==> src/design/pwm_consts.svh <==
// ----------------------------------------------------------------
// Constants of the complementary PWM output control block
// ----------------------------------------------------------------
// Holds register addresses, field positions, reset values and codes.
// Assumes an 8-bit register port with a 5-bit address.
`ifndef PWM_CONSTS_SVH
`define PWM_CONSTS_SVH
// Register addresses
`define A_FUNC_CTL 5'h00
`define A_CUT0 5'h01
`define A_CUT1 5'h02
`define A_OUT_DIS 5'h03
`define A_COUNT_CTL 5'h04
`define A_IRQ_EN 5'h05
`define A_RUN 5'h06
`define A_TMODE 5'h07
`define A_STATUS 5'h08
`define A_PERIOD_L 5'h09
`define A_PERIOD_H 5'h0a
`define A_CMPB_L 5'h0b
`define A_CMPB_H 5'h0c
`define A_BUFD_L 5'h0d
`define A_BUFD_H 5'h0e
`define A_DEAD_L 5'h0f
`define A_DEAD_H 5'h10
`define A_COUNT_L 5'h11
`define A_COUNT_H 5'h12
// Field positions
`define F_CPH_LVL 3
`define F_NPH_LVL 2
`define F_WRAP_IE 4
`define F_BUF_D0 5
`define F_LOCKSTEP 0
`define F_UP_FLAG 4
`define F_DOWN_FLAG 5
// Reset values
`define R_ZERO8 8'h00
`define R_OUT_DIS 8'hff
`define R_ZERO16 16'h0000
`define R_PERIOD 16'hffff
// Count source codes
`define CS_DIV1 3'h0
`define CS_DIV2 3'h1
`define CS_DIV4 3'h2
`define CS_DIV8 3'h3
`define CS_DIV32 3'h4
`define CS_EXT 3'h5
// Cutoff field codes
`define CUT_NONE 2'h0
`define CUT_HIZ 2'h1
`define CUT_LOW 2'h2
`define CUT_HIGH 2'h3
`endif

==> src/design/pwm_pkg.sv <==
// ----------------------------------------------------------------
// Types of the complementary PWM output control block
// ----------------------------------------------------------------
// Holds the mode and state enumerations shared by the design.
// Assumes nothing of its surroundings.
package pwm_pkg;
  typedef enum logic [1:0] {
    MODE_TIMER = 2'h0,
    MODE_RSYNC = 2'h1,
    MODE_COMP_UNDER = 2'h2,
    MODE_COMP_MATCH = 2'h3
  } combo_mode_t;
  typedef enum logic [2:0] {
    ST_STOP = 3'b001,
    ST_UP = 3'b010,
    ST_DOWN = 3'b100
  } count_state_t;
endpackage

==> src/design/complementary_pwm_output_control.sv <==
// ----------------------------------------------------------------
// Complementary PWM output control
// ----------------------------------------------------------------
// Holds the registers, the triangle or sawtooth counter, dead time, level select,
// forced cutoff and output disable of eight timer pins.
// Assumes a plain 8-bit register port and a 100 MHz ref_clk.
//
// Contract
// - Lockstep bit makes both counters run together
// - Counter-phase select: 0 active low, 1 active high
// - Normal-phase select: 0 active low, 1 active high
// - Level selects ignored in timer mode
// - Mode 00 timer, 01 reset-synchronous PWM
// - Mode 10 complementary, transfer on underflow
// - Mode 11 complementary, transfer on period match
// - Cutoff field: none, hi-z, low, high
// - Per-channel cutoff fields A, B, C, D
// - Disable bit returns pin to general I/O
// - Count source select with forbidden codes
// - Wrap enable gates wrap flags to request
// - Match enables gate match flags to requests
// - Start flags start and stop counters
// - Buffer select makes D0 buffer of B0
`include "pwm_consts.svh"
module complementary_pwm_output_control
  import pwm_pkg::*;
(
  // Clock and reset
  input wire logic ref_clk,
  input wire logic rstn,
  // Register port
  input wire logic [4:0] addr,
  input wire logic [7:0] wdata,
  input wire logic wr,
  input wire logic rd,
  output logic [7:0] rdata_r,
  // External pins
  input wire logic external_count_clock,
  input wire logic cutoff_pin,
  // Timer pins A0 B0 C0 D0 A1 B1 C1 D1 in bits 0 to 7
  output logic [7:0] pin_out_r,
  output logic [7:0] pin_oe_n_r,
  output logic [7:0] gpio_sel_r,
  // Interrupt requests
  output logic [3:0] match_irq_r,
  output logic wrap_irq_r
);
  logic [7:0] func_r;
  logic [7:0] cut0_r;
  logic [7:0] cut1_r;
  logic [7:0] out_dis_r;
  logic [7:0] count_ctl_r;
  logic [7:0] irq_en_r;
  logic [1:0] run_r;
  logic [7:0] tmode_r;
  logic [5:0] flag_r;
  logic [15:0] period_r;
  logic [15:0] cmpb_r;
  logic [15:0] bufd_r;
  logic [15:0] dead_r;
  logic [15:0] cnt_r;
  logic [15:0] dt_cnt_r;
  count_state_t st_r;
  logic pwm_prev_r;
  logic half_r;
  logic [2:0] cut_sync_r;
  logic cut_lvl_r;
  logic tick;
  combo_mode_t mode;
  logic running;
  logic is_comp;
  logic ev_period;
  logic ev_under;
  logic ev_match_b;
  logic xfer;
  logic pwm_raw;
  logic settled;
  logic nph_act;
  logic cph_act;
  logic nph_lvl;
  logic cph_lvl;
  logic [7:0] wave;
  logic [5:0] flag_set;
  logic [7:0] rdata_nxt;

  // ----------------------------------------------------------------
  // Count source
  // ----------------------------------------------------------------
  count_source u_src (
    .ref_clk(ref_clk),
    .rstn(rstn),
    .src_sel(count_ctl_r[2:0]),
    .external_count_clock(external_count_clock),
    .tick_r(tick)
  );

  // ----------------------------------------------------------------
  // Register writes
  // ----------------------------------------------------------------
  assign mode = combo_mode_t'(func_r[1:0]);
  assign is_comp = func_r[1];

  // Configuration registers
  always_ff @(posedge ref_clk or negedge rstn) begin
    if (!rstn) begin
      func_r <= `R_ZERO8;
      cut0_r <= `R_ZERO8;
      cut1_r <= `R_ZERO8;
      out_dis_r <= `R_OUT_DIS;
      count_ctl_r <= `R_ZERO8;
      irq_en_r <= `R_ZERO8;
      tmode_r <= `R_ZERO8;
      period_r <= `R_PERIOD;
      bufd_r <= `R_ZERO16;
      dead_r <= `R_ZERO16;
    end else if (wr) begin
      unique case (addr)
        `A_FUNC_CTL: func_r <= wdata;
        `A_CUT0: cut0_r <= wdata;
        `A_CUT1: cut1_r <= wdata;
        `A_OUT_DIS: out_dis_r <= wdata;
        `A_COUNT_CTL: count_ctl_r <= wdata;
        `A_IRQ_EN: irq_en_r <= {3'h0, wdata[4:0]};
        `A_TMODE: tmode_r <= wdata;
        `A_PERIOD_L: period_r[7:0] <= wdata;
        `A_PERIOD_H: period_r[15:8] <= wdata;
        `A_BUFD_L: bufd_r[7:0] <= wdata;
        `A_BUFD_H: bufd_r[15:8] <= wdata;
        `A_DEAD_L: dead_r[7:0] <= wdata;
        `A_DEAD_H: dead_r[15:8] <= wdata;
        default: ;
      endcase
    end
  end

  // Start flags; lockstep mirrors a start onto both counters
  always_ff @(posedge ref_clk or negedge rstn) begin
    if (!rstn) begin
      run_r <= 2'h0;
    end else if (wr && addr == `A_RUN) begin
      if (tmode_r[`F_LOCKSTEP]) begin
        run_r <= {2{wdata[0] | wdata[1]}};
      end else begin
        run_r <= wdata[1:0];
      end
    end
  end

  // ----------------------------------------------------------------
  // Counter
  // ----------------------------------------------------------------
  // Complementary mode needs both counters started
  assign running = run_r[0] & (run_r[1] | ~is_comp);
  assign ev_period = tick && running && (st_r == ST_UP) && (cnt_r == period_r);
  assign ev_under = tick && running && (st_r == ST_DOWN) && (cnt_r == `R_ZERO16);
  assign ev_match_b = tick && running && (cnt_r == cmpb_r);

  // Triangle in complementary modes, sawtooth otherwise
  always_ff @(posedge ref_clk or negedge rstn) begin
    if (!rstn) begin
      st_r <= ST_STOP;
      cnt_r <= `R_ZERO16;
    end else if (!running) begin
      st_r <= ST_STOP;
    end else if (tick) begin
      unique case (st_r)
        ST_STOP: begin
          st_r <= ST_UP;
        end
        ST_UP: begin
          if (cnt_r == period_r && is_comp) begin
            st_r <= ST_DOWN;
            cnt_r <= cnt_r - 16'h0001;
          end else if (cnt_r == period_r) begin
            cnt_r <= `R_ZERO16;
          end else begin
            cnt_r <= cnt_r + 16'h0001;
          end
        end
        ST_DOWN: begin
          if (cnt_r == `R_ZERO16) begin
            st_r <= ST_UP;
            cnt_r <= cnt_r + 16'h0001;
          end else begin
            cnt_r <= cnt_r - 16'h0001;
          end
        end
      endcase
    end
  end

  // Buffer to compare transfer, moment set by the mode
  assign xfer = tmode_r[`F_BUF_D0] && ((mode == MODE_COMP_UNDER && ev_under)
    || (mode == MODE_COMP_MATCH && ev_period));

  always_ff @(posedge ref_clk or negedge rstn) begin
    if (!rstn) begin
      cmpb_r <= `R_ZERO16;
    end else if (xfer) begin
      cmpb_r <= bufd_r;
    end else if (wr && addr == `A_CMPB_L) begin
      cmpb_r[7:0] <= wdata;
    end else if (wr && addr == `A_CMPB_H) begin
      cmpb_r[15:8] <= wdata;
    end
  end

  // ----------------------------------------------------------------
  // Flags and requests
  // ----------------------------------------------------------------
  assign flag_set = {ev_under, ev_period & ~is_comp, 2'h0, ev_match_b, ev_period};

  // Writing 0 clears a flag; a new event in the same cycle wins
  always_ff @(posedge ref_clk or negedge rstn) begin
    if (!rstn) begin
      flag_r <= 6'h00;
    end else if (wr && addr == `A_STATUS) begin
      flag_r <= (flag_r & wdata[5:0]) | flag_set;
    end else begin
      flag_r <= flag_r | flag_set;
    end
  end

  // Requests gated by their enables
  always_ff @(posedge ref_clk or negedge rstn) begin
    if (!rstn) begin
      match_irq_r <= 4'h0;
      wrap_irq_r <= 1'b0;
    end else begin
      match_irq_r <= flag_r[3:0] & irq_en_r[3:0];
      wrap_irq_r <= (flag_r[`F_UP_FLAG] | flag_r[`F_DOWN_FLAG]) & irq_en_r[`F_WRAP_IE];
    end
  end

  // ----------------------------------------------------------------
  // Waveform and dead time
  // ----------------------------------------------------------------
  assign pwm_raw = running && (cnt_r < cmpb_r);
  // A fresh edge is never settled, so the pair has a gap of dead ticks
  assign settled = (dt_cnt_r == dead_r) && (pwm_raw == pwm_prev_r);
  assign nph_act = running && pwm_raw && settled;
  assign cph_act = running && !pwm_raw && settled;

  always_ff @(posedge ref_clk or negedge rstn) begin
    if (!rstn) begin
      pwm_prev_r <= 1'b0;
      dt_cnt_r <= `R_ZERO16;
      half_r <= 1'b0;
    end else begin
      pwm_prev_r <= pwm_raw;
      if (pwm_raw != pwm_prev_r) begin
        dt_cnt_r <= `R_ZERO16;
      end else if (tick && dt_cnt_r != dead_r) begin
        dt_cnt_r <= dt_cnt_r + 16'h0001;
      end
      if (ev_period || ev_under) begin
        half_r <= ~half_r;
      end
    end
  end

  // Active level: select 1 is active high, 0 active low (initial = inactive)
  assign nph_lvl = func_r[`F_NPH_LVL] ? nph_act : ~nph_act;
  assign cph_lvl = func_r[`F_CPH_LVL] ? cph_act : ~cph_act;

  // Pin map; timer mode passes the raw wave and ignores level selects
  always_comb begin
    if (mode == MODE_TIMER) begin
      wave = {8{pwm_raw}};
    end else begin
      wave = {cph_lvl, cph_lvl, nph_lvl, nph_lvl, cph_lvl, half_r, nph_lvl, nph_lvl};
    end
  end

  // ----------------------------------------------------------------
  // Cutoff and output stage
  // ----------------------------------------------------------------
  // Cutoff pin: three flops, acts without waiting for a count enable
  always_ff @(posedge ref_clk or negedge rstn) begin
    if (!rstn) begin
      cut_sync_r <= 3'h0;
      cut_lvl_r <= 1'b0;
    end else begin
      cut_sync_r <= {cut_sync_r[1:0], cutoff_pin};
      if (cut_sync_r[1] == cut_sync_r[2]) begin
        cut_lvl_r <= cut_sync_r[2];
      end
    end
  end

  genvar gi;
  generate
    for (gi = 0; gi < 8; gi++) begin : g_pin
      logic [1:0] fld;
      // Field A in bits 7:6 down to D in bits 1:0
      assign fld = (gi < 4) ? cut0_r[7 - 2 * (gi % 4) -: 2] : cut1_r[7 - 2 * (gi % 4) -: 2];
      always_ff @(posedge ref_clk or negedge rstn) begin
        if (!rstn) begin
          pin_out_r[gi] <= 1'b0;
          pin_oe_n_r[gi] <= 1'b1;
          gpio_sel_r[gi] <= 1'b1;
        end else if (out_dis_r[gi]) begin
          pin_out_r[gi] <= 1'b0;
          pin_oe_n_r[gi] <= 1'b1;
          gpio_sel_r[gi] <= 1'b1;
        end else begin
          gpio_sel_r[gi] <= 1'b0;
          if (cut_lvl_r && fld != `CUT_NONE) begin
            pin_out_r[gi] <= (fld == `CUT_HIGH);
            pin_oe_n_r[gi] <= (fld == `CUT_HIZ);
          end else begin
            pin_out_r[gi] <= wave[gi];
            pin_oe_n_r[gi] <= 1'b0;
          end
        end
      end
    end
  endgenerate

  // ----------------------------------------------------------------
  // Register reads
  // ----------------------------------------------------------------
  always_comb begin
    unique case (addr)
      `A_FUNC_CTL: rdata_nxt = func_r;
      `A_CUT0: rdata_nxt = cut0_r;
      `A_CUT1: rdata_nxt = cut1_r;
      `A_OUT_DIS: rdata_nxt = out_dis_r;
      `A_COUNT_CTL: rdata_nxt = count_ctl_r;
      `A_IRQ_EN: rdata_nxt = irq_en_r;
      `A_RUN: rdata_nxt = {6'h00, run_r};
      `A_TMODE: rdata_nxt = tmode_r;
      `A_STATUS: rdata_nxt = {2'h0, flag_r};
      `A_PERIOD_L: rdata_nxt = period_r[7:0];
      `A_PERIOD_H: rdata_nxt = period_r[15:8];
      `A_CMPB_L: rdata_nxt = cmpb_r[7:0];
      `A_CMPB_H: rdata_nxt = cmpb_r[15:8];
      `A_BUFD_L: rdata_nxt = bufd_r[7:0];
      `A_BUFD_H: rdata_nxt = bufd_r[15:8];
      `A_DEAD_L: rdata_nxt = dead_r[7:0];
      `A_DEAD_H: rdata_nxt = dead_r[15:8];
      `A_COUNT_L: rdata_nxt = cnt_r[7:0];
      `A_COUNT_H: rdata_nxt = cnt_r[15:8];
      default: rdata_nxt = `R_ZERO8;
    endcase
  end

  // Data stand only in the cycle after the read strobe
  always_ff @(posedge ref_clk or negedge rstn) begin
    if (!rstn) begin
      rdata_r <= `R_ZERO8;
    end else begin
      rdata_r <= rd ? rdata_nxt : `R_ZERO8;
    end
  end

  // ----------------------------------------------------------------
  // Assertions
  // ----------------------------------------------------------------
  a_pair_exclusive: assert property (@(posedge ref_clk) disable iff (!rstn)
    !(nph_act && cph_act)) else $error("pair phases active together");
  a_xfer_under: assert property (@(posedge ref_clk) disable iff (!rstn)
    (mode == MODE_COMP_UNDER && ev_under && tmode_r[`F_BUF_D0]) |=> cmpb_r == $past(bufd_r))
    else $error("no transfer on underflow");
  a_xfer_match: assert property (@(posedge ref_clk) disable iff (!rstn)
    (mode == MODE_COMP_MATCH && ev_period && tmode_r[`F_BUF_D0]) |=> cmpb_r == $past(bufd_r))
    else $error("no transfer on period match");
  a_cutoff_low: assert property (@(posedge ref_clk) disable iff (!rstn)
    (cut_lvl_r && !out_dis_r[1] && cut0_r[5:4] == `CUT_LOW) |=> !pin_out_r[1] && !pin_oe_n_r[1])
    else $error("cutoff low not driven");
  a_disable_gpio: assert property (@(posedge ref_clk) disable iff (!rstn)
    out_dis_r[0] |=> gpio_sel_r[0] && pin_oe_n_r[0]) else $error("disabled pin still timer");
  a_wrap_gate: assert property (@(posedge ref_clk) disable iff (!rstn)
    !irq_en_r[`F_WRAP_IE] |=> !wrap_irq_r) else $error("wrap request not blocked");
  a_match_gate: assert property (@(posedge ref_clk) disable iff (!rstn)
    (flag_r[0] && irq_en_r[0]) |=> match_irq_r[0]) else $error("match request missing");
  a_timer_raw: assert property (@(posedge ref_clk) disable iff (!rstn)
    (mode == MODE_TIMER && !out_dis_r[1] && !cut_lvl_r) |=> pin_out_r[1] == $past(pwm_raw))
    else $error("level select acted in timer mode");
  a_cph_level: assert property (@(posedge ref_clk) disable iff (!rstn)
    (mode != MODE_TIMER && !out_dis_r[3] && !cut_lvl_r) |=> pin_out_r[3] == $past(cph_lvl))
    else $error("counter phase level wrong");
  a_forbidden_src: assert property (@(posedge ref_clk) disable iff (!rstn)
    (count_ctl_r[2:1] == 2'h3) [*3] |-> !tick) else $error("tick from forbidden source");
  c_underflow: cover property (@(posedge ref_clk) disable iff (!rstn) ev_under && xfer);
  c_cutoff: cover property (@(posedge ref_clk) disable iff (!rstn) cut_lvl_r && cut0_r != 8'h00);
  c_dead_gap: cover property (@(posedge ref_clk) disable iff (!rstn) is_comp && running && !settled);
endmodule

==> src/design/count_source.sv <==
// ----------------------------------------------------------------
// Count source prescaler
// ----------------------------------------------------------------
// Makes the one-cycle count enable from the peripheral clock or from
// the external count clock pin. Assumes ref_clk at 100 MHz.
`include "pwm_consts.svh"
module count_source
  import pwm_pkg::*;
(
  // Clock and reset
  input wire logic ref_clk,
  input wire logic rstn,
  // Selection and pin
  input wire logic [2:0] src_sel,
  input wire logic external_count_clock,
  // Enable out
  output logic tick_r
);
  logic [4:0] div_r;
  logic [2:0] ext_sync_r;
  logic ext_lvl_r;
  logic ext_prev_r;
  logic tick_nxt;

  // Free-running divider
  always_ff @(posedge ref_clk or negedge rstn) begin
    if (!rstn) begin
      div_r <= 5'h00;
    end else begin
      div_r <= div_r + 5'h01;
    end
  end

  // Pin passes three flops; a level counts once stages two and three agree
  always_ff @(posedge ref_clk or negedge rstn) begin
    if (!rstn) begin
      ext_sync_r <= 3'h0;
      ext_lvl_r <= 1'b0;
      ext_prev_r <= 1'b0;
    end else begin
      ext_sync_r <= {ext_sync_r[1:0], external_count_clock};
      if (ext_sync_r[1] == ext_sync_r[2]) begin
        ext_lvl_r <= ext_sync_r[2];
      end
      ext_prev_r <= ext_lvl_r;
    end
  end

  // Source select; forbidden codes give no enable at all
  always_comb begin
    unique case (src_sel)
      `CS_DIV1: tick_nxt = 1'b1;
      `CS_DIV2: tick_nxt = (div_r[0] == 1'b1);
      `CS_DIV4: tick_nxt = (div_r[1:0] == 2'h3);
      `CS_DIV8: tick_nxt = (div_r[2:0] == 3'h7);
      `CS_DIV32: tick_nxt = (div_r == 5'h1f);
      `CS_EXT: tick_nxt = ext_lvl_r & ~ext_prev_r;
      default: tick_nxt = 1'b0;
    endcase
  end

  always_ff @(posedge ref_clk or negedge rstn) begin
    if (!rstn) begin
      tick_r <= 1'b0;
    end else begin
      tick_r <= tick_nxt;
    end
  end
endmodule

==> config.mk <==
export PLATFORM = sky130hd
export DESIGN_NAME = complementary_pwm_output_control
export DESIGN_NICKNAME = d
export VERILOG_FILES = /design/src/design/pwm_pkg.sv /design/src/design/complementary_pwm_output_control.sv /design/src/design/count_source.sv
export VERILOG_INCLUDE_DIRS = /design/src /design/src/design
export SDC_FILE = /design/constraint.sdc
export NUM_CORES = 1
export LEC_CHECK = 0
export BUFFER_PORTS_ARGS = -buffer_cell sky130_fd_sc_hd__buf_2
export CAP_MARGIN = 25
export CORE_MARGIN = 1.5
export CORE_UTILIZATION = 24
export DETAILED_ROUTE_END_ITERATION = 12
export MAX_ROUTING_LAYER = met4
export SLEW_MARGIN = 30
export SYNTH_ARGS = -nofsm -noshare
export SYNTH_HDL_FRONTEND = slang
export SYNTH_SLANG_ARGS = --single-unit
==> constraint.sdc <==
create_clock -name ref_clk -period 6.5 [get_ports ref_clk]
set_input_delay 0.65 -clock ref_clk [delete_from_list [all_inputs] [get_ports ref_clk]]
set_output_delay 0.65 -clock ref_clk [all_outputs]
set_load 0.005 [all_outputs]
* Word level (Yosys, flattened, before mapping)
Index checks and enable logic that the tools add are counted.
** Word-level totals
- Flip-flop bits (word level) :: 214
- Latch bits :: 0
- Memory bits (writable) :: 0
- ROM bits :: 0
- Input port bits :: 19
- Word-level logic and storage cells :: 263
- Memories kept :: 0
** Operators by class
- Add/sub/neg operators :: 4
- $mul :: 0
- Div/mod/pow operators :: 0
- $lt $le $gt $ge :: 1
- Eq/ne operators :: 59
- Shift-type cells :: 0
- Multiplexer cells :: 63
- Bitwise logic cells :: 16
- Reduce and logical (&&, ||, !) cells :: 64
** Operators with widths (count)
- $pmux W8 S19 :: 1
- $mux W16 :: 6
- $eq A16 B16 Y1 :: 3
- $mux W1 :: 42
- $eq A5 B4 Y1 const B :: 8
- $mux W8 :: 5
- $add A16 B1 Y16 const B :: 2
- $pmux W16 S2 :: 1
- $logic_and A1 B1 Y1 :: 29
- $reduce_and A2 Y1 :: 14
- $reduce_bool A2 Y1 :: 12
- $eq A2 B2 Y1 const B :: 11
- $eq A5 B3 Y1 const B :: 4
- $eq A5 B5 Y1 const B :: 4
- $eq A2 B1 Y1 const B :: 8
- $logic_not A16 Y1 :: 1
- $lt A16 B16 Y1 :: 1
- $ne A16 B16 Y1 :: 1
- $sub A16 B1 Y16 const B :: 1
- $eq A3 B3 Y1 const B :: 4
- $mux W3 :: 4
- $or A6 B6 Y6 :: 2
- $eq A5 B2 Y1 const B :: 2
- $eq A3 B2 Y1 const B :: 3
- 23 further kinds :: 38

* Longest topological paths before layout
Gate-level depths: netlist of run 1.
- Word-level depth :: 12
- Gate-level depth with buffers :: 10
- Depth with buffers taken out :: 8

* Cells and area by module
A second synthesis of run 1 with hierarchy kept.
** Second synthesis, totals
- Cells, all modules :: 965
- Area total of the unflattened synthesis :: 10908.0 um^2
** By module, submodules not included
- complementary_pwm_output_control :: times used 1, cells each 940, area an instance 10515.1 um^2
- count_source :: times used 1, cells each 25, area an instance 392.9 um^2

* Worst setup path after synthesis of run 1
OpenSTA, ideal clock, no wires.
- Path kind :: reg-to-reg
- Start :: register cnt_r[0]
- End :: register cnt_r[10]
- Setup time :: 0.121 ns
- Data arrival time :: 2.328 ns
- Required time :: 6.379 ns
- Path slack :: 4.051 ns
- Cell stages (with the launch flop) :: 10
- Clock period less this slack :: 2.449 ns
- Cell sequence :: dfrtp_1 -> buf_4 -> inv_1 -> ha_1 -> or3b_1 -> or3_1 -> nor3_1 -> nand2_1 -> a221o_1 -> a22o_1
** Between the ends
- Word-level cells in the longest chain between the ends :: 4
- Elaborated cells between the ends (all ways) :: 9
- Those cells by class :: 2 x add/sub; 1 x eq/ne; 4 x mux; 2 x reduce/logical
** Ends and longest elaborated chain
- start, declared :: line complementary_pwm_output_control.sv:61 : logic [15:0] cnt_r;
- start signal, assigned :: line complementary_pwm_output_control.sv:162 : cnt_r <= `R_ZERO16;
- start signal, assigned :: line complementary_pwm_output_control.sv:173 : cnt_r <= cnt_r - 16'h0001;
- start signal, assigned :: line complementary_pwm_output_control.sv:175 : cnt_r <= `R_ZERO16;
- $add A16 B1 Y16 / $eq A16 B16 Y1 (equally long branches)
- $mux W16 / $logic_and A1 B1 Y1 (equally long branches) :: line complementary_pwm_output_control.sv:174, complementary_pwm_output_control.sv:171
- $mux W16 :: line complementary_pwm_output_control.sv:171 : if (cnt_r == period_r && is_comp) begin
- $pmux W16 S2 (*) :: line complementary_pwm_output_control.sv:166 : unique case (st_r)
Mark *: on every way between the ends. The rest lies on a longest branch, timed or not.
A chain may end at the register's enable or synchronous reset.

* Worst setup path in the final report of run 1
- Start :: register cnt_r[6]
- End :: register cnt_r[6]
The elaborated chain is that of the path after synthesis.

==> impl_metrics.tcl, run 1 <==
set metrics [dict create \
    status "complete, no violations" \
    hold_violations 0 \
    grt_pass1_vias 8515 \
    yosysUniqueCellTypes 80 \
    ys_seq_area_share_pct 48.4 \
    areaGrowthSynthToFinish_pct 16.4 \
    pwr_density_cell_nw_per_um2 316 \
    vias_per_cell 5.21 \
    rows 78 \
    stdcell_count 1628 \
    wl_um 36200 \
    power_mw 4.11 \
    cp_num_cells 6 \
    worstMarginPinSlew_ns 0.963 \
    synth_edf_count 0 \
    cp_top_family "compound AO/OA/AOI/OAI gates" \
    critPathLaunch "cnt_r[6]" \
    clk_latency_ns 0.54 \
    syn_nets 1013 \
    dieArea_um2 47900 \
    antenna_cells 0 \
    setup_tns_ns 0 \
    finalWorstSetupSlack_ns 3.53 \
    final_common_cell "dfrtp_1" \
    multi_input_area_um2 5420 \
    rsz0062_at_grt "no" \
    ant_nets 0 \
    rr_worst_depth 6 \
    ir_drop_uv 190 \
    synth.area.top_cells "dfrtp_1, mux2_2, dfstp_2" \
    critPathLaunchType "register" \
    place_hpwl_um 26100 \
    critPathCaptureType "register" \
    final_cell_area_um2 13000 \
    slowest_stage "dfrtp_1" \
    period_needed_ns 2.97 \
    finalCritPeriodShare_pct 45.7 \
    dpl.cell_count 1582 \
    cts_setup_buffers 0 \
    finalClockSkew_ns 0.0118 \
    grt_start_max_net_pins 81 \
    gp_congestion 0.986 \
    clock_sinks 214 \
    holdWs_ns 0.0250 \
    ys_async_sr_fraction_pct 100 \
    grt_overflow_total 0 \
    worstSetupPathType "register to register" \
    cts_resized 0 \
    fp.dieW_um 219 \
    synth_top_area_cell "dfrtp_1" \
    crit_buf_inv 0 \
    fin_util_pct 28.5 \
    grt_usage_pct 15.6 \
    drt-initial-drc-count 928 \
    yosysWarnings 0 \
    nets 1051 \
    syn-mean-instance-area_um2 11.5 \
    antenna_found_initial 0 \
    drive_gt1_share_pct 28.7 \
    start_util_pct 24.5 \
    r2r_start "cnt_r[6]" \
    clk_path_buf_depth 3 \
    cts_tree "yes" \
    layout_common_cells "dfrtp_1, mux2_2, nand2_1" \
    synth-seq-cells 214 \
    critPathMaxFanout 14 \
    port_buffers 55 \
    slew-limit-headroom_pct 35.3 \
    cts_hold_buffers 0 \
    io_pins 56 \
    finalSetupViolCount 0 \
    cp_cell_sequence "xor2_1 -> nor4_4 -> nand4_4 -> o21ai_2 -> mux2_2 -> a22o_1" \
    dp_slack_ns 3.53 \
    yosysTopAreaCellShare_pct 38.8 \
    synth_area_um2 11200 \
    maxCapViolCount 0 \
    crit_required_ns 6.92 \
    synth_cells 971 \
    ctsHtreeMaxLevel 1 \
    core_area_um2 45700 \
    max_stage_delay_ns 0.77 \
    path_clk_slew_ns 0.06 \
    die_h_um 219 \
    cts_root_buf "clkbuf_16" \
    ys.flop_type "dfrtp_1" \
    grt_first_pass_wirelength_um 55200 \
    drt_first_pass_iters 5 \
    power_leakage_nw 5.50 \
    fillers 4777 \
    post_drt_wl_per_cell_um 22.3 \
    maxSlewViolCount 0 \
    holdCritPathClass "primary input to async pin" \
    regArea_um2 5410 \
    remaining_drc_errors 0 \
    worstPathArrival_ns 3.39 \
    max_freq_ghz 0.337 \
    place_area_um2 12100 \
    detailroute.via_count 8479 \
    cts_buffers 25 \
]
layer usage:
layer | global-route usage (%) | wire, µm | share of wire [%]
met1 | 20.5 | 15700 | 43
met2 | 24.4 | 16800 | 46
met3 | 2.60 | 2370 | 6.5
met4 | 5.11 | 1360 | 3.7
met5 | - | 0 | 0
synthesized netlist by cell type, types with 9 or more instances:
master	number
nor2_1	56
inv_1	32
buf_2	9
nand4_1	23
dfrtp_1	173
nor3_1	18
mux2_4	10
a221oi_1	23
and3_1	10
xnor2_1	32
o21ai_0	18
a21oi_1	19
o21a_1	11
ha_1	23
mux2_1	19
dfstp_2	41
nand2_1	58
a22oi_1	34
mux2i_1	9
nand3_1	20
clkbuf_1	32
a22o_1	26
xor2_1	18
mux2_2	110
and2_1	10
cells by family after synthesis:
kind of cell    share of synthesized area, %
compound gates                          13.6
buf+inv                                 3.16
flops                                   48.4
mux                                     15.2
simple gates                            13.0
xor+xnor                                3.92
fa+ha+maj                               2.76
report_power, final:
group / switching, mW / leakage [nW] / internal [mW]
Sequential: 0.290 / 2.67 / 1.59
Clock: 0.596 / 0.450 / 0.987
Combinational: 0.339 / 2.37 / 0.314
path summary, 6_finish.rpt:
check | to | slack (ns)
min in group ref_clk | u_src.ext_sync_r[0] | 0.22
max reg2reg | cnt_r[6] | 3.53
min | u_src.div_r[0] | 0.03
max in group asynchronous | st_r[0] | 5.34
max | cnt_r[6] | 3.53
min reg2reg | cut_sync_r[1] | 0.35
sequential cells by signal, summed over array words and instances (netlist names), 6 cells and up:
name / cells
flag_r: 6
dead_r: 16
rdata_r: 8
func_r: 8
gpio_sel_r: 8
cut1_r: 8
bufd_r: 16
count_ctl_r: 8
out_dis_r: 8
pin_out_r: 8
period_r: 16
dt_cnt_r: 16
cmpb_r: 16
tmode_r: 8
cut0_r: 8
cnt_r: 16
pin_oe_n_r: 8
worst register-to-register path, delay by kind of cell, from the launching register on:
| family | cells | cell delay [ns] |
|---|---|---|
| AOI/OAI and AO/OA | 2 | 0.91 |
| xor gates and xnor gates | 1 | 0.21 |
| muxes | 1 | 0.42 |
| DFF | 1 | 0.77 |
| and+or+nand+nor | 2 | 0.55 |
final cells by class:
type	count	area share, %
Clock buffer	33	5.58
Sequential cell	214	41.6
Multi-Input combinational cell	674	41.7
Timing Repair Buffer	61	2.72
Clock inverter	13	1.65
Tap cell	600	5.78
Inverter	33	0.953
No activity file was read; power rests on OpenSTA's default activity.
==> inputs of run 2 (changes only) <==
clock period = 2.8 ns   (was 6.5 ns; I/O delays follow)
==> run 2 against run 1 <==
Effect of this change:
- combinational power grew 140%
- clock-buffer cell count grew 7
- non-clock buffer count grew 61
- worst hold slack gained 0.24 ns
- first-iteration DRC count shrank 19%
- fmax grew 12%
- clock power grew 99%
- power grew 120%
- register-to-register slack lost 3.4 ns
- largest cell class unchanged
- largest power group unchanged
- highest routed layer unchanged
==> impl_metrics.tcl, run 2 (synthesized netlist as in run 1, its figures left out) <==
set metrics [dict create \
    status "complete, no violations" \
    multi_input_area_um2 5440 \
    power_leakage_nw 5.74 \
    gp_congestion 0.974 \
    critPathCaptureType "register" \
    maxSlewViolCount 0 \
    vias_per_cell 5.13 \
    path_clk_slew_ns 0.06 \
    start_util_pct 24.5 \
    port_buffers 55 \
    detailroute.via_count 8676 \
    worstPathArrival_ns 3.06 \
    finalCritPeriodShare_pct 94.3 \
    antenna_found_initial 1 \
    slew-limit-headroom_pct 32.2 \
    io_pins 56 \
    critPathLaunchType "register" \
    grt_first_pass_wirelength_um 56000 \
    areaGrowthSynthToFinish_pct 19.3 \
    hold_violations 0 \
    ctsHtreeMaxLevel 1 \
    cp_cell_sequence "or4_4 -> nor4_4 -> nand4_1 -> nand2b_1 -> mux2_2 -> o22ai_1" \
    rsz0062_at_grt "no" \
    cts_buffers 26 \
    ir_drop_uv 383 \
    nets 1113 \
    antenna_cells 0 \
    finalClockSkew_ns 0.0218 \
    core_area_um2 45700 \
    regArea_um2 5410 \
    drt_first_pass_iters 6 \
    grt_usage_pct 15.9 \
    clk_path_buf_depth 3 \
    max_freq_ghz 0.379 \
    cts_tree "yes" \
    cts_setup_buffers 0 \
    fp.dieW_um 219 \
    crit_required_ns 3.22 \
    power_mw 9.03 \
    grt_start_max_net_pins 74 \
    pwr_density_cell_nw_per_um2 678 \
    finalSetupViolCount 0 \
    grt_overflow_total 0 \
    remaining_drc_errors 0 \
    grt_pass1_vias 8682 \
    drive_gt1_share_pct 31.6 \
    setup_tns_ns 0 \
    slowest_stage "or4_4" \
    clk_latency_ns 0.55 \
    worstMarginPinSlew_ns 1.01 \
    period_needed_ns 2.64 \
    critPathMaxFanout 11 \
    clock_sinks 214 \
    maxCapViolCount 0 \
    fillers 4750 \
    post_drt_wl_per_cell_um 21.8 \
    final_common_cell "dfrtp_1" \
    worstSetupPathType "register to register" \
    dieArea_um2 47900 \
    place_hpwl_um 26800 \
    drt-initial-drc-count 754 \
    wl_um 36900 \
    layout_common_cells "dfrtp_1, mux2_2, buf_4" \
    max_stage_delay_ns 0.64 \
    fin_util_pct 29.2 \
    rows 78 \
    cts_root_buf "clkbuf_16" \
    die_h_um 219 \
    holdCritPathClass "primary input to register" \
    ant_nets 0 \
]
## run 2: changes by cell type in the layout (fill, tap and decap cells not counted), sizes merged
cell	change
clkbuf	+7
buf	+58
clkinv	+4
clkinvlp	-4
bufinv	-5
dlygate4sd3	+3
## run 2: path summary, 6_finish.rpt
| kind | startpoint | end | slack, ns | depth (start not counted) |
|---|---|---|---|---|
| max in group asynchronous | rstn | pin_oe_n_r[2] | 1.62 | 3 |
| worst max register to register | cnt_r[5] | cnt_r[15] | 0.16 | 6 |
| min in group asynchronous | rstn | u_src.div_r[3] | 0.29 | 2 |
| worst min-delay path | wdata[6] | period_r[6] | 0.26 | 2 |
| worst max-delay path | cnt_r[5] | cnt_r[15] | 0.16 | 6 |
| worst min register to register | u_src.ext_sync_r[0] | u_src.ext_sync_r[1] | 0.35 | 0 |
## run 2: cell type report
cell class	instances	area share [%]
Clock buffer	40	5.43
Clock inverter	8	0.545
Inverter	33	0.930
Multi-Input combinational cell	674	40.8
Sequential cell	214	40.6
Tap cell	600	5.63
Timing Repair Buffer	122	6.07
## run 2: repair_timing
item                                    in CTS  in global routing
hold endpoints to repair                    47                  0
resized for setup                            0                  4
hold buffers                                 3                  0
endpoints found under the setup margin       0                  2
## run 2: power breakdown
| part | internal [mW] | switching [mW] |
|---|---|---|
| Combinational | 0.768 | 0.831 |
| Clock | 1.79 | 1.36 |
| Sequential | 3.69 | 0.599 |
| Total | 6.25 | 2.79 |
## run 2: through the flow
stage | std cells | setup slack [ns] | hold slack (ns) | cell area [µm²]
after floorplan | 971 | 0.351 | -0.0156 | 11200
after global placement | 1640 | 0.162 | 0.300 | 12500
after detailed placement | 1640 | 0.132 | 0.299 | 12500
after CTS | 1691 | 0.0968 | 0.231 | 13300
after global routing | 1691 | 0.00854 | 0.253 | 13300
final | 1691 | 0.158 | 0.262 | 13300
## run 2: layer usage
layer,part of all wire (%),track usage [%],vias to the layer above
li1,-,-,3826
met1,43,21.2,4402
met2,46,24.1,363
met3,7.4,2.46,85
met4,4.0,5.91,0
met5,0,-,-
## run 2: critical path: cells and delay by family (launching register included)
| kind | cells | cell delay, ns |
|---|---|---|
| simple gates | 4 | 1.42 |
| mux | 1 | 0.27 |
| flops | 1 | 0.54 |
| compound gates | 1 | 0.28 |
==> inputs of run 3 (changes only) <==
PLACE_DENSITY = 0.46   (was not set)
==> run 3 against run 2 <==
Effect of this change:
- clock power increased by 9.2%
- critical endpoint is now cnt_r[12]
- highest routed layer unchanged
- die area unchanged
- largest cell class unchanged
- design area increased by 0.64%
- fmax increased by 0.81%
- non-clock buffer count increased by 2
==> impl_metrics.tcl, run 3 (synthesized netlist as in run 1, its figures left out) <==
set metrics [dict create \
    status "complete, no violations" \
    fp.dieW_um 219 \
    maxCapViolCount 0 \
    cts_tree "yes" \
    post_drt_wl_per_cell_um 22.5 \
    max_freq_ghz 0.382 \
    gp_congestion 0.902 \
    core_area_um2 45700 \
    stdcell_count 1694 \
    drive_gt1_share_pct 31.9 \
    place_hpwl_um 28200 \
    crit_required_ns 3.22 \
    path_clk_slew_ns 0.06 \
    finalCritPeriodShare_pct 93.6 \
    clk_path_buf_depth 3 \
    cts_root_buf "clkbuf_16" \
    period_needed_ns 2.62 \
    p_sw_share_pct 30.1 \
    holdWs_ns 0.230 \
    antenna_found_initial 0 \
    slew-limit-headroom_pct 43.6 \
    io_pins 56 \
    holdCritPathClass "primary input to async pin" \
    sequentialPowerShare_pct 45.8 \
    die_h_um 219 \
    grt_pass1_vias 8523 \
    cts_buffers 27 \
    clock_sinks 214 \
    port_buffers 55 \
    power.switching_mw 2.81 \
    finalClockSkew_ns 0.0287 \
    clk_latency_ns 0.56 \
    grt_overflow_total 0 \
    p_int_mw 6.52 \
    dp_slack_ns 0.141 \
    cts_setup_buffers 0 \
    detailroute.via_count 8399 \
    start_util_pct 24.5 \
    rsz0062_at_grt "no" \
    dpl.cell_count 1642 \
    power_leakage_nw 5.80 \
    grt_first_pass_wirelength_um 57500 \
    hold_violations 0 \
    final_common_cell "dfrtp_1" \
    worstSetupPathType "register to register" \
    antenna_cells 0 \
    ctsHtreeMaxLevel 1 \
    vias_per_cell 4.96 \
    rows 78 \
    cts_resized 0 \
    critPathMaxFanout 5 \
    critPathCaptureType "register" \
    nets 1116 \
    worstPathArrival_ns 3.04 \
    grt_start_max_net_pins 80 \
    worstMarginPinSlew_ns 0.843 \
    dieArea_um2 47900 \
    setup_tns_ns 0 \
    comb_power_share_pct 17.3 \
    remaining_drc_errors 0 \
    finalWorstSetupSlack_ns 0.180 \
    drt-initial-drc-count 727 \
    critPathLaunchType "register" \
    p_clk_share_pct 36.9 \
    ant_nets 0 \
    maxSlewViolCount 0 \
    drt_first_pass_iters 5 \
    ir_drop_uv 477 \
    layout_common_cells "dfrtp_1, mux2_2, buf_4" \
    power_mw 9.33 \
    pwr_density_cell_nw_per_um2 696 \
    areaGrowthSynthToFinish_pct 20.0 \
    grt_usage_pct 16.6 \
    wl_um 38100 \
    finalSetupViolCount 0 \
]
==> run 3: worst paths after layout <==
check,cells after the start,end,from,slack [ns]
max,8,cnt_r[12],cnt_r[0],0.18
min,2,u_src.div_r[3],rstn,0.23
max reg2reg,8,cnt_r[12],cnt_r[0],0.18
min reg2reg,0,u_src.ext_sync_r[1],u_src.ext_sync_r[0],0.34
max in group asynchronous,3,period_r[2],rstn,1.73
min in group ref_clk,3,run_r[0],wr,0.23
==> run 3: repair_timing <==
action                     in CTS  in global routing
hold endpoints to repair       48                  0
hold buffers                    3                  0
setup endpoints to repair       0                  0
==> run 3: final cells by class <==
cell class	count	area [µm²]
Clock buffer	43	806
Clock inverter	6	73.8
Fill cell	4746	32300
Inverter	33	124
Multi-Input combinational cell	674	5410
Sequential cell	214	5410
Tap cell	600	751
Timing Repair Buffer	124	836
==> run 3: worst max-delay path, cell delays in order, from the launching register on <==
cell       delay [ns]
dfrtp_1          0.37
inv_1            0.15
ha_1             0.21
or3b_1           0.41
nor4_1           0.51
and2_1           0.28
nor2_1           0.05
a2111oi_0        0.43
a211oi_1         0.08
==> run 3: metrics by stage <==
| stage | cell area, µm² | utilization [%] |
|---|---|---|
| final | 13400 | 29.4 |
| after detailed placement | 12500 | 27.4 |
| after floorplan | 11200 | - |
| after global placement | 12500 | 27.4 |
| after CTS | 13400 | 29.4 |
| after global routing | 13400 | 29.4 |
==> run 3: power by group through the flow <==
stage	logic, mW	registers [mW]	clock network (mW)
final	1.62	4.27	3.44
after global routing	1.79	4.33	3.67
after CTS	1.64	4.27	3.54
after detailed placement	1.62	4.32	0
after global placement	1.61	4.32	0
after floorplan	1.08	4.04	0
==> run 3: per-layer routing <==
metal | vias to the layer above | track usage [%] | wire, µm
li1 | 3832 | - | -
met5 | - | - | 0
met3 | 66 | 2.10 | 1970
met4 | 0 | 5.53 | 1220
met1 | 4265 | 22.3 | 17100
met2 | 236 | 25.9 | 17800
